--- config.mk ---
export PLATFORM = sky130hd
export DESIGN_NAME = adcp_port
export DESIGN_NICKNAME = d
export VERILOG_FILES = /design/src/design/adcp_pkg.sv /design/src/design/adcp_port.sv
export SDC_FILE = /design/constraint.sdc
export NUM_CORES = 1
export LEC_CHECK = 0
export ABC_AREA = 1
export ABC_CLOCK_PERIOD_IN_PS = 2200
export BUFFER_PORTS_ARGS = -buffer_cell sky130_fd_sc_hd__buf_2
export CORE_MARGIN = 2
export CORE_UTILIZATION = 60
export DETAILED_ROUTE_END_ITERATION = 10
export PLACE_DENSITY = 0.76
export REMOVE_ABC_BUFFERS = 1
export SETUP_SLACK_MARGIN = 0.3
export SYNTH_ARGS = -nofsm -noshare
export SYNTH_HDL_FRONTEND = slang
export SYNTH_SLANG_ARGS = --single-unit
--- constraint.sdc ---
create_clock -name sys_clk -period 2.2 [get_ports sys_clk]
set_clock_uncertainty 0.1 [all_clocks]
set_input_delay 0.33 -clock sys_clk [delete_from_list [all_inputs] [get_ports sys_clk]]
set_output_delay 0.33 -clock sys_clk [all_outputs]
set_load 0.005 [all_outputs]
--- src/design/adcp_pkg.sv ---
package adcp_pkg;
    // data path widths
    localparam int DATA_W      = 16;
    localparam int BYTE_W      = 8;
    localparam int REG_W       = 14;
    localparam int CODE_W      = 12;
    localparam int CAL_REGS    = 10;

    // system clock and nominal master clock rates
    localparam int SYS_CLK_HZ  = 20000000;
    localparam int MCLK_FAST_HZ = 4000000;
    localparam int MCLK_LOW_HZ  = 1800000;

    // master clock edges per sequence (plain defaults)
    localparam int CONV_TICKS  = 16;
    localparam int CAL_TICKS   = 64;

    // write address field of a complete word
    localparam int ADDR_HI_BIT = 15;
    localparam int ADDR_LO_BIT = 14;
    localparam logic [1:0] WR_NONE = 2'h0;
    localparam logic [1:0] WR_TEST = 2'h1;
    localparam logic [1:0] WR_CAL  = 2'h2;
    localparam logic [1:0] WR_CTRL = 2'h3;

    // read select codes
    localparam logic [1:0] RD_DATA   = 2'h0;
    localparam logic [1:0] RD_TEST   = 2'h1;
    localparam logic [1:0] RD_CAL    = 2'h2;
    localparam logic [1:0] RD_STATUS = 2'h3;

    // control register field positions
    localparam int CTL_CHAN_LO  = 10;
    localparam int CTL_PMGT_LO  = 8;
    localparam int CTL_RDSEL_LO = 6;
    localparam int CTL_AMODE    = 5;
    localparam int CTL_CONVST   = 4;

    // high byte select sits on the ninth data pin in byte mode
    localparam int HBSEL_BIT    = 8;

    // reset values
    localparam logic [REG_W-1:0]  CTRL_RST = 14'h0000;
    localparam logic [REG_W-1:0]  TEST_RST = 14'h0000;
    localparam logic [REG_W-1:0]  CAL_RST  = 14'h0000;
    localparam logic [CODE_W-1:0] CODE_RST = 12'h000;

    // status register field positions
    localparam int ST_BUSY      = 0;
    localparam int ST_CALIB     = 1;
    localparam int ST_PMGT_LO   = 2;
    localparam int ST_SLEEP     = 4;
    localparam int ST_PTR_LO    = 5;
    localparam int ST_RDSEL_LO  = 9;

    typedef enum logic [1:0] {ADCP_IDLE, ADCP_CONV, ADCP_CALIB} adcp_state_e;
endpackage : adcp_pkg

--- src/design/adcp_port.sv ---
`timescale 1ns/10ps
// Contract
// - word mode high: transfers use all sixteen data pins as one word.
// - byte mode: only low eight pins carry data, ninth pin is high-byte select.
// - high-byte select low moves low byte, high moves high byte.
// - data pins are three-state, driven only under chip select and read.
// - results straight binary when unipolar, twos complement when bipolar.
// - master clock input times every conversion and calibration.
// - calibrate input held low resets all internal logic.
// - rising calibrate edge starts calibration, overriding other operations.
// - busy high from start until conversion or calibration finishes.
// - power-down mode comes from sleep input and two power bits.
// - power-up defaults let host write only channel setup before use.
// - write-only control, read-only data and status, read/write test and ten cal.
// - word mode: lowest pin is bit 0, sixteenth pin is bit 15.
// - byte mode: lowest pin is byte bit 0, eighth pin byte bit 7.
// - top two written bits select register, low fourteen are stored.
// - select code 00 updates no register.
// - 01 goes to test, 10 to current calibration, 11 to control.
// - two control bits pick the read source, 00 data at power-up.
module adcp_port
    import adcp_pkg::*;
#(
    parameter int CONV_LEN = CONV_TICKS,
    parameter int CAL_LEN  = CAL_TICKS
) (
    input  wire logic              sys_clk,
    input  wire logic              nrst,
    input  wire logic              csN,
    input  wire logic              rdN,
    input  wire logic              wrN,
    input  wire logic              wordMode,
    input  wire logic [DATA_W-1:0] dataIn,
    output logic      [DATA_W-1:0] dataOut,
    output logic      [DATA_W-1:0] dataOe,
    input  wire logic              masterClk,
    input  wire logic              calPin,
    input  wire logic              sleepPin,
    input  wire logic              convStartPin,
    input  wire logic [CODE_W-1:0] sampleCode,
    output logic                   busy,
    output logic                   calibrating,
    output logic      [2:0]        powerMode,
    output logic      [REG_W-1:0]  ctrlWord
);

    // two-stage synchronisers for every pin input
    localparam int NSYNC = DATA_W + 8;
    // strobes and calibrate start at their idle high level
    localparam logic [NSYNC-1:0] SYNC_IDLE = 24'h0000e4;
    logic [NSYNC-1:0] syncA;
    logic [NSYNC-1:0] syncB;
    wire  [NSYNC-1:0] pinsRaw = {dataIn, csN, rdN, wrN, wordMode,
                                 masterClk, calPin, sleepPin, convStartPin};

    always_ff @(posedge sys_clk or negedge nrst) begin
        if (!nrst) begin
            syncA <= SYNC_IDLE; // no false strobe or cal edge
            syncB <= SYNC_IDLE;
        end else begin
            syncA <= pinsRaw;
            syncB <= syncA;
        end
    end

    // named views of synchronised pins
    wire [DATA_W-1:0] dataS   = syncB[NSYNC-1 -: DATA_W];
    wire              csS     = syncB[7];
    wire              rdS     = syncB[6];
    wire              wrS     = syncB[5];
    wire              wordS   = syncB[4];
    wire              mclkS   = syncB[3];
    wire              calS    = syncB[2];
    wire              sleepS  = syncB[1];
    wire              convS   = syncB[0];

    // delayed copies for edge detection
    logic mclkD;
    logic calD;
    logic convD;
    logic wrActD;
    logic rdActD;

    wire calHeldLow = ~calS;
    wire wrAct      = ~csS & ~wrS;
    wire rdAct      = ~csS & ~rdS;
    wire mclkTick   = mclkS & ~mclkD;
    wire calRise    = calS & ~calD;
    wire convRise   = convS & ~convD;
    wire wrTake     = wrActD & ~wrAct;
    wire rdDone     = rdActD & ~rdAct;

    always_ff @(posedge sys_clk or negedge nrst) begin
        if (!nrst) begin
            mclkD  <= 1'b0;
            calD   <= 1'b1;
            convD  <= 1'b0;
            wrActD <= 1'b0;
            rdActD <= 1'b0;
        end else begin
            mclkD  <= mclkS;
            calD   <= calS;
            convD  <= convS;
            wrActD <= wrAct;
            rdActD <= rdAct;
        end
    end

    // data and mode seen during the write strobe
    logic [DATA_W-1:0] wrData;
    logic              wrWord;
    logic              rdHigh;

    // full-read flag taken while the read strobe is still low
    always_ff @(posedge sys_clk or negedge nrst) begin
        if (!nrst)
            rdHigh <= 1'b0;
        else if (rdAct)
            rdHigh <= wordS | dataS[HBSEL_BIT];
    end

    always_ff @(posedge sys_clk or negedge nrst) begin
        if (!nrst) begin
            wrData <= '0;
            wrWord <= 1'b0;
        end else if (wrAct) begin
            wrData <= dataS;
            wrWord <= wordS;
        end
    end

    // byte assembly: low byte held until high byte arrives
    logic [BYTE_W-1:0] lowHeld;
    wire               wrHigh    = wrData[HBSEL_BIT];
    wire               byteLow   = wrTake & ~wrWord & ~wrHigh;
    wire               byteHigh  = wrTake & ~wrWord & wrHigh;
    wire               fullWrite = (wrTake & wrWord) | byteHigh;
    wire [DATA_W-1:0]  fullWord  = wrWord ? wrData
                                 : {wrData[BYTE_W-1:0], lowHeld};

    always_ff @(posedge sys_clk or negedge nrst) begin
        if (!nrst) begin
            lowHeld <= '0;
        end else if (calHeldLow) begin
            lowHeld <= '0;
        end else if (byteLow) begin
            lowHeld <= wrData[BYTE_W-1:0];
        end
    end

    // address decode of a complete word
    wire [1:0]       wrAddr  = fullWord[ADDR_HI_BIT:ADDR_LO_BIT];
    wire [REG_W-1:0] wrField = fullWord[REG_W-1:0];
    wire selTest = fullWrite & (wrAddr == WR_TEST);
    wire selCal  = fullWrite & (wrAddr == WR_CAL);
    wire selCtrl = fullWrite & (wrAddr == WR_CTRL);

    // control and test registers
    logic [REG_W-1:0] ctrl;
    logic [REG_W-1:0] testReg;

    always_ff @(posedge sys_clk or negedge nrst) begin
        if (!nrst) begin
            ctrl    <= CTRL_RST;
            testReg <= TEST_RST;
        end else if (calHeldLow) begin
            ctrl    <= CTRL_RST;
            testReg <= TEST_RST;
        end else begin
            if (selCtrl)
                ctrl <= wrField;
            if (selTest)
                testReg <= wrField;
        end
    end

    // control fields
    wire [1:0] readSel  = ctrl[CTL_RDSEL_LO +: 2];
    wire [1:0] powerBits = ctrl[CTL_PMGT_LO +: 2];
    wire       bipolar  = ctrl[CTL_AMODE];
    wire       swConv   = selCtrl & wrField[CTL_CONVST];

    // calibration register file with a shared pointer
    logic [REG_W-1:0] calRegs [CAL_REGS];
    logic [3:0]       calPtr;
    wire  rdFull   = rdDone & rdHigh;
    wire  calRdAdv = rdFull & (readSel == RD_CAL);
    wire  ptrAdv   = selCal | calRdAdv;
    wire  ptrWrap  = (calPtr == 4'(CAL_REGS - 1));
    wire [3:0] next_calPtr = selCtrl ? 4'h0
                           : ptrWrap ? 4'h0 : calPtr + 4'h1;

    always_ff @(posedge sys_clk or negedge nrst) begin
        if (!nrst) begin
            calPtr <= 4'h0;
        end else if (calHeldLow) begin
            calPtr <= 4'h0;
        end else if (selCtrl | ptrAdv) begin
            calPtr <= next_calPtr;
        end
    end

    // one generate entry per calibration register
    for (genvar i = 0; i < CAL_REGS; i++) begin : gCal
        always_ff @(posedge sys_clk or negedge nrst) begin
            if (!nrst)
                calRegs[i] <= CAL_RST;
            else if (calHeldLow)
                calRegs[i] <= CAL_RST;
            else if (selCal && calPtr == 4'(i))
                calRegs[i] <= wrField;
        end
    end

    // conversion and calibration sequencer
    adcp_state_e      state;
    logic [7:0]       tickCnt;
    logic [CODE_W-1:0] resultCode;
    wire  startCal  = calRise;
    wire  startConv = (convRise | swConv) & (state == ADCP_IDLE);
    wire [7:0] convLast = 8'(CONV_LEN - 1);
    wire [7:0] calLast  = 8'(CAL_LEN - 1);
    wire  seqLast   = mclkTick & (state == ADCP_CONV ? tickCnt == convLast
                                                     : tickCnt == calLast);

    always_ff @(posedge sys_clk or negedge nrst) begin
        if (!nrst) begin
            state      <= ADCP_IDLE;
            tickCnt    <= 8'h00;
            resultCode <= CODE_RST;
        end else if (calHeldLow) begin
            state      <= ADCP_IDLE;
            tickCnt    <= 8'h00;
            resultCode <= CODE_RST;
        end else if (startCal) begin
            state   <= ADCP_CALIB;
            tickCnt <= 8'h00;
        end else begin
            case (state)
                ADCP_IDLE: begin
                    tickCnt <= 8'h00;
                    if (startConv)
                        state <= ADCP_CONV;
                end
                ADCP_CONV, ADCP_CALIB: begin
                    if (seqLast) begin
                        state   <= ADCP_IDLE;
                        tickCnt <= 8'h00;
                        if (state == ADCP_CONV)
                            resultCode <= sampleCode;
                    end else if (mclkTick) begin
                        tickCnt <= tickCnt + 8'h01;
                    end
                end
                default: state <= ADCP_IDLE;
            endcase
        end
    end

    // output coding and status word
    wire [CODE_W-1:0] codedResult = bipolar
        ? {~resultCode[CODE_W-1], resultCode[CODE_W-2:0]}
        : resultCode;
    wire [DATA_W-1:0] dataWord = {4'h0, codedResult};
    wire [DATA_W-1:0] statusWord = DATA_W'(
          ({15'h0000, busy}           << ST_BUSY)
        | ({15'h0000, calibrating}    << ST_CALIB)
        | ({14'h0000, powerBits}      << ST_PMGT_LO)
        | ({15'h0000, sleepS}         << ST_SLEEP)
        | ({12'h000, calPtr}          << ST_PTR_LO)
        | ({14'h0000, readSel}        << ST_RDSEL_LO));

    // read source selection
    wire [DATA_W-1:0] readWord =
          (readSel == RD_TEST)   ? {2'h0, testReg}
        : (readSel == RD_CAL)    ? {2'h0, calRegs[calPtr]}
        : (readSel == RD_STATUS) ? statusWord
        : dataWord;
    wire [DATA_W-1:0] byteView = dataS[HBSEL_BIT]
        ? {8'h00, readWord[DATA_W-1:BYTE_W]}
        : {8'h00, readWord[BYTE_W-1:0]};
    wire [DATA_W-1:0] next_dataOut = wordS ? readWord : byteView;

    always_ff @(posedge sys_clk or negedge nrst) begin
        if (!nrst)
            dataOut <= '0;
        else
            dataOut <= next_dataOut;
    end

    // pins driven only during a read; byte mode leaves upper pins free
    wire [DATA_W-1:0] laneMask = wordS ? 16'hffff : 16'h00ff;
    assign dataOe = (rdAct & rdActD) ? laneMask : 16'h0000;

    // status outputs
    assign busy        = (state != ADCP_IDLE);
    assign calibrating = (state == ADCP_CALIB);
    assign powerMode   = {sleepS, powerBits};
    assign ctrlWord    = ctrl;

endmodule : adcp_port

==> flow_summary_export.csv <==
group,metric,value,unit
detailed_routing,drc,0,
global_route,grt_max_degree,72,
power_and_ir_drop,p_per_area,925.5,mW/mm²
power_and_ir_drop,comb_power_share,0.188,
run_status,outcome,"complete, but fails checks",
synthesis,ys_async_sr_fraction,1.000,
synthesis,yosys.area.top_type_share,0.5542,
global_route,grt_usage,0.3118,
floorplan,core_area,0.02036,mm²
timing,setup_viol,1,
detailed_routing,vias,11670,
power_and_ir_drop,netSwitchingFraction,0.2888,
power_and_ir_drop,seqPwrFrac,0.409,
timing,hold_viol_final,0,
placed_design,post-dp-hpwl,20470,µm
critical_path,worst_ep_required_time,2.56,ns
synthesis,synth_cell_types,39,
synthesis,synth_top_area_cell,"dfrtp_1",
global_route,antenna_found_initial,0,
floorplan,initial_core_util,0.6164,
detailed_routing,wirelength,40780,µm
power_and_ir_drop,p_clk_frac,0.404,
clocking,htree_levels,1,
critical_path,slowest_delay,0.59,ns
synthesis,yosys-top-cells-area,"dfrtp_1, nand2_1, o21ai_0",
global_route,gr-total-overflow,0,
timing,fin_ws,-0.001385,ns
finish,area_growth,30.42,%
timing,fmax,454.3,MHz
clocking,cts_made_buffers,30,
clocking,cts-root-buf,"clkbuf_16",
detailed_routing,wire_per_inst,20.88,µm
detailed_routing,first_iter_violations,1686,
floorplan,dieArea,0.02209,mm²
finish,drive_gt1_frac,0.2674,
synthesis,syn_area,0.01255,mm²
timing,post-route-min-period,2.201,ns
detailed_routing,ant_nets,0,
synthesis,yosysMostFrequentCell,"nand2_1",
synthesis,synth-edff-count,0,
critical_path,cp_cell_sequence,"inv_2, nand2_4, nand2_4, nor2_4, nand3_4, buf_6, o21ai_4, buf_4, inv_4, o21ai_1",
power_and_ir_drop,vdd_drop_max,0.0007140,V
placed_design,portBuffers,86,
power_and_ir_drop,switching_power,4.376,mW
run_status,violations,"negative setup slack",
clocking,cts.sinks,287,
timing,drv_slew,0,
finish,fin_area,0.01637,mm²
synthesis,yosys_warnings,0,
placed_design,dp_slack,0.1396,ns
synthesis,ys_seq_elements,287,
placed_design,post_dp_cell_area,0.01331,mm²
power_and_ir_drop,intPower,10.78,mW
synthesis,ys_top_cells_by_count,"nand2_1, dfrtp_1, o21ai_0",
worst_hold_path,hold_path.class,"in2async",
power_and_ir_drop,p_leak,7.981,nW
floorplan,die_y,148.6,µm
timing,grt_setup_unrepaired,"true",
clocking,tritoncts,"built",
synthesis,synthCells,1475,
critical_path,cp_slowest_cell,"dfstp_2",
global_route,grt_pass1_vias,10450,
critical_path,path_max_fanout,13,
floorplan,die_w,148.6,µm
clocking,cts.clk_slew.worst_paths,0.07,ns
timing,setup_tns,-0.001385,ns
timing,period_share,1.001,
placed_design,gp_congestion,0.9739,
synthesis,avgSynthCellArea,8.510,µm²
critical_path,worst-setup-path-type,"reg2reg",
detailed_routing,first_pass_iters,7,
finish,diodes,0,
critical_path,end_kind,"register",
clocking,clock_latency,0.57,ns
floorplan,ios,89,
synthesis,yosysSeqAreaShare,0.5731,
flow_run,drv_cap,0,
global_route,grt_pass1_wl,54070,µm
detailed_routing,vias_per_cell,5.973,
finish,nets,1701,
timing,relSlewSlack,0.6263,
critical_path,cp_data_arrival_time,2.57,ns
synthesis,synth_ff_type,"dfrtp_1",
timing,tightest_slew,0.5600,ns
critical_path,critPathMostFrequentCell,"nand2_4",
clocking,cts_buffer_depth,3,
critical_path,cp-start-kind,"register",
floorplan,rows,52,
power groups by stage:
stage	Clock [mW]	Sequential [mW]	Combinational [mW]
detailed placement	0	6.19	2.08
global placement	0	6.18	2.03
CTS	6.06	6.11	2.25
global route	6.32	6.24	3.03
floorplan	0	6.19	1.14
finish	6.12	6.19	2.84
cell families (layout without fill, tap and decap cells):
kind of cell    after synthesis  in the layout  synth area share
buf+inv                     204            411           0.07356
simple gates                704            704            0.2272
other cells                   1              2         0.0002988
xor+xnor                      3              3          0.002094
flops                       287            287            0.5731
fa+ha+maj                     4              4          0.003987
compound gates              272            272            0.1198
state kept, by name, indices dropped and copies added (netlist names), 12 cells and up:
name / count
calRegs: 140
ctrlWord: 14
dataOut: 14
resultCode: 12
syncA: 24
syncB: 24
testReg: 14
wrData: 16
cells in the final DEF (no fill, tap or decap), types with 9 or more instances in the layout:
cell type / instances
o21ai_0: 97
o21ai_1: 88
dfrtp_1: 273
dlygate4sd3_1: 37
nand2_1: 463
buf_12: 13
bufinv_16: 9
nor2_2: 9
buf_4: 63
clkbuf_16: 37
dfstp_2: 9
inv_1: 83
clkbuf_8: 9
nand2_2: 37
a22oi_1: 9
inv_2: 15
o21ai_2: 40
nor2_1: 95
nor3_2: 11
buf_6: 25
nand2_4: 23
inv_4: 10
nand3_1: 39
a21oi_1: 21
buf_2: 78
critical path, delay by kind of cell (launching register included):
family,cells,cell delay (ns)
buffers and inverters,4,0.53
and+or+nand+nor,4,0.44
DFF,1,0.59
AOI/OAI and AO/OA,2,0.45
layout make-up:
type	count	area, µm²
Timing Repair Buffer	228	2041
Clock buffer	42	907.1
Clock inverter	14	304.0
Timing Repair inverter	8	95.09
Tap cell	270	337.8
Fill cell	1113	3994
Multi-Input combinational cell	985	4932
Sequential cell	287	7199
Inverter	119	554.3
per-layer routing:
metal,up-vias,track usage,routed length [µm]
met5,-,0,0
met1,5576,0.4383,15030
li1,5044,-,-
met3,235,0.04417,4315
met2,810,0.5060,19020
met4,0,0.1057,2412
per-stage QoR:
step                hold WS, ns    util  power (mW)  std cells
finish                   0.1733  0.8039       15.15       1953
global placement         0.1857  0.6538       8.205       1796
CTS                      0.2022  0.7487       14.42       1907
detailed placement       0.1860  0.6538       8.266       1796
global route             0.2152  0.8039       15.58       1953
floorplan              -0.06559       -       7.325       1391
worst paths after layout:
check                           slack (ns)  cells after the start       from          end
worst max-delay path                -0.001                     10   syncB[7]  calRegs[91]
worst min-delay path                  0.17                      2       nrst  calRegs[30]
worst max register to register      -0.001                     10   syncB[7]  calRegs[91]
worst min register to register        0.24                      0  syncA[11]    syncB[11]
max in group asynchronous             1.03                      3       nrst    wrData[9]
min in group sys_clk                  0.24                      0  syncA[11]    syncB[11]
what timing repair did:
item                                    CTS  global route
pin swaps                                 2            25
gates cloned                              6            11
hold buffers                             37             0
setup buffers                            12            35
resized for setup                        57           207
endpoints found under the hold margin    84             0
endpoints found under the setup margin  149           195
Note: power is estimated with default switching activity, not from simulation.
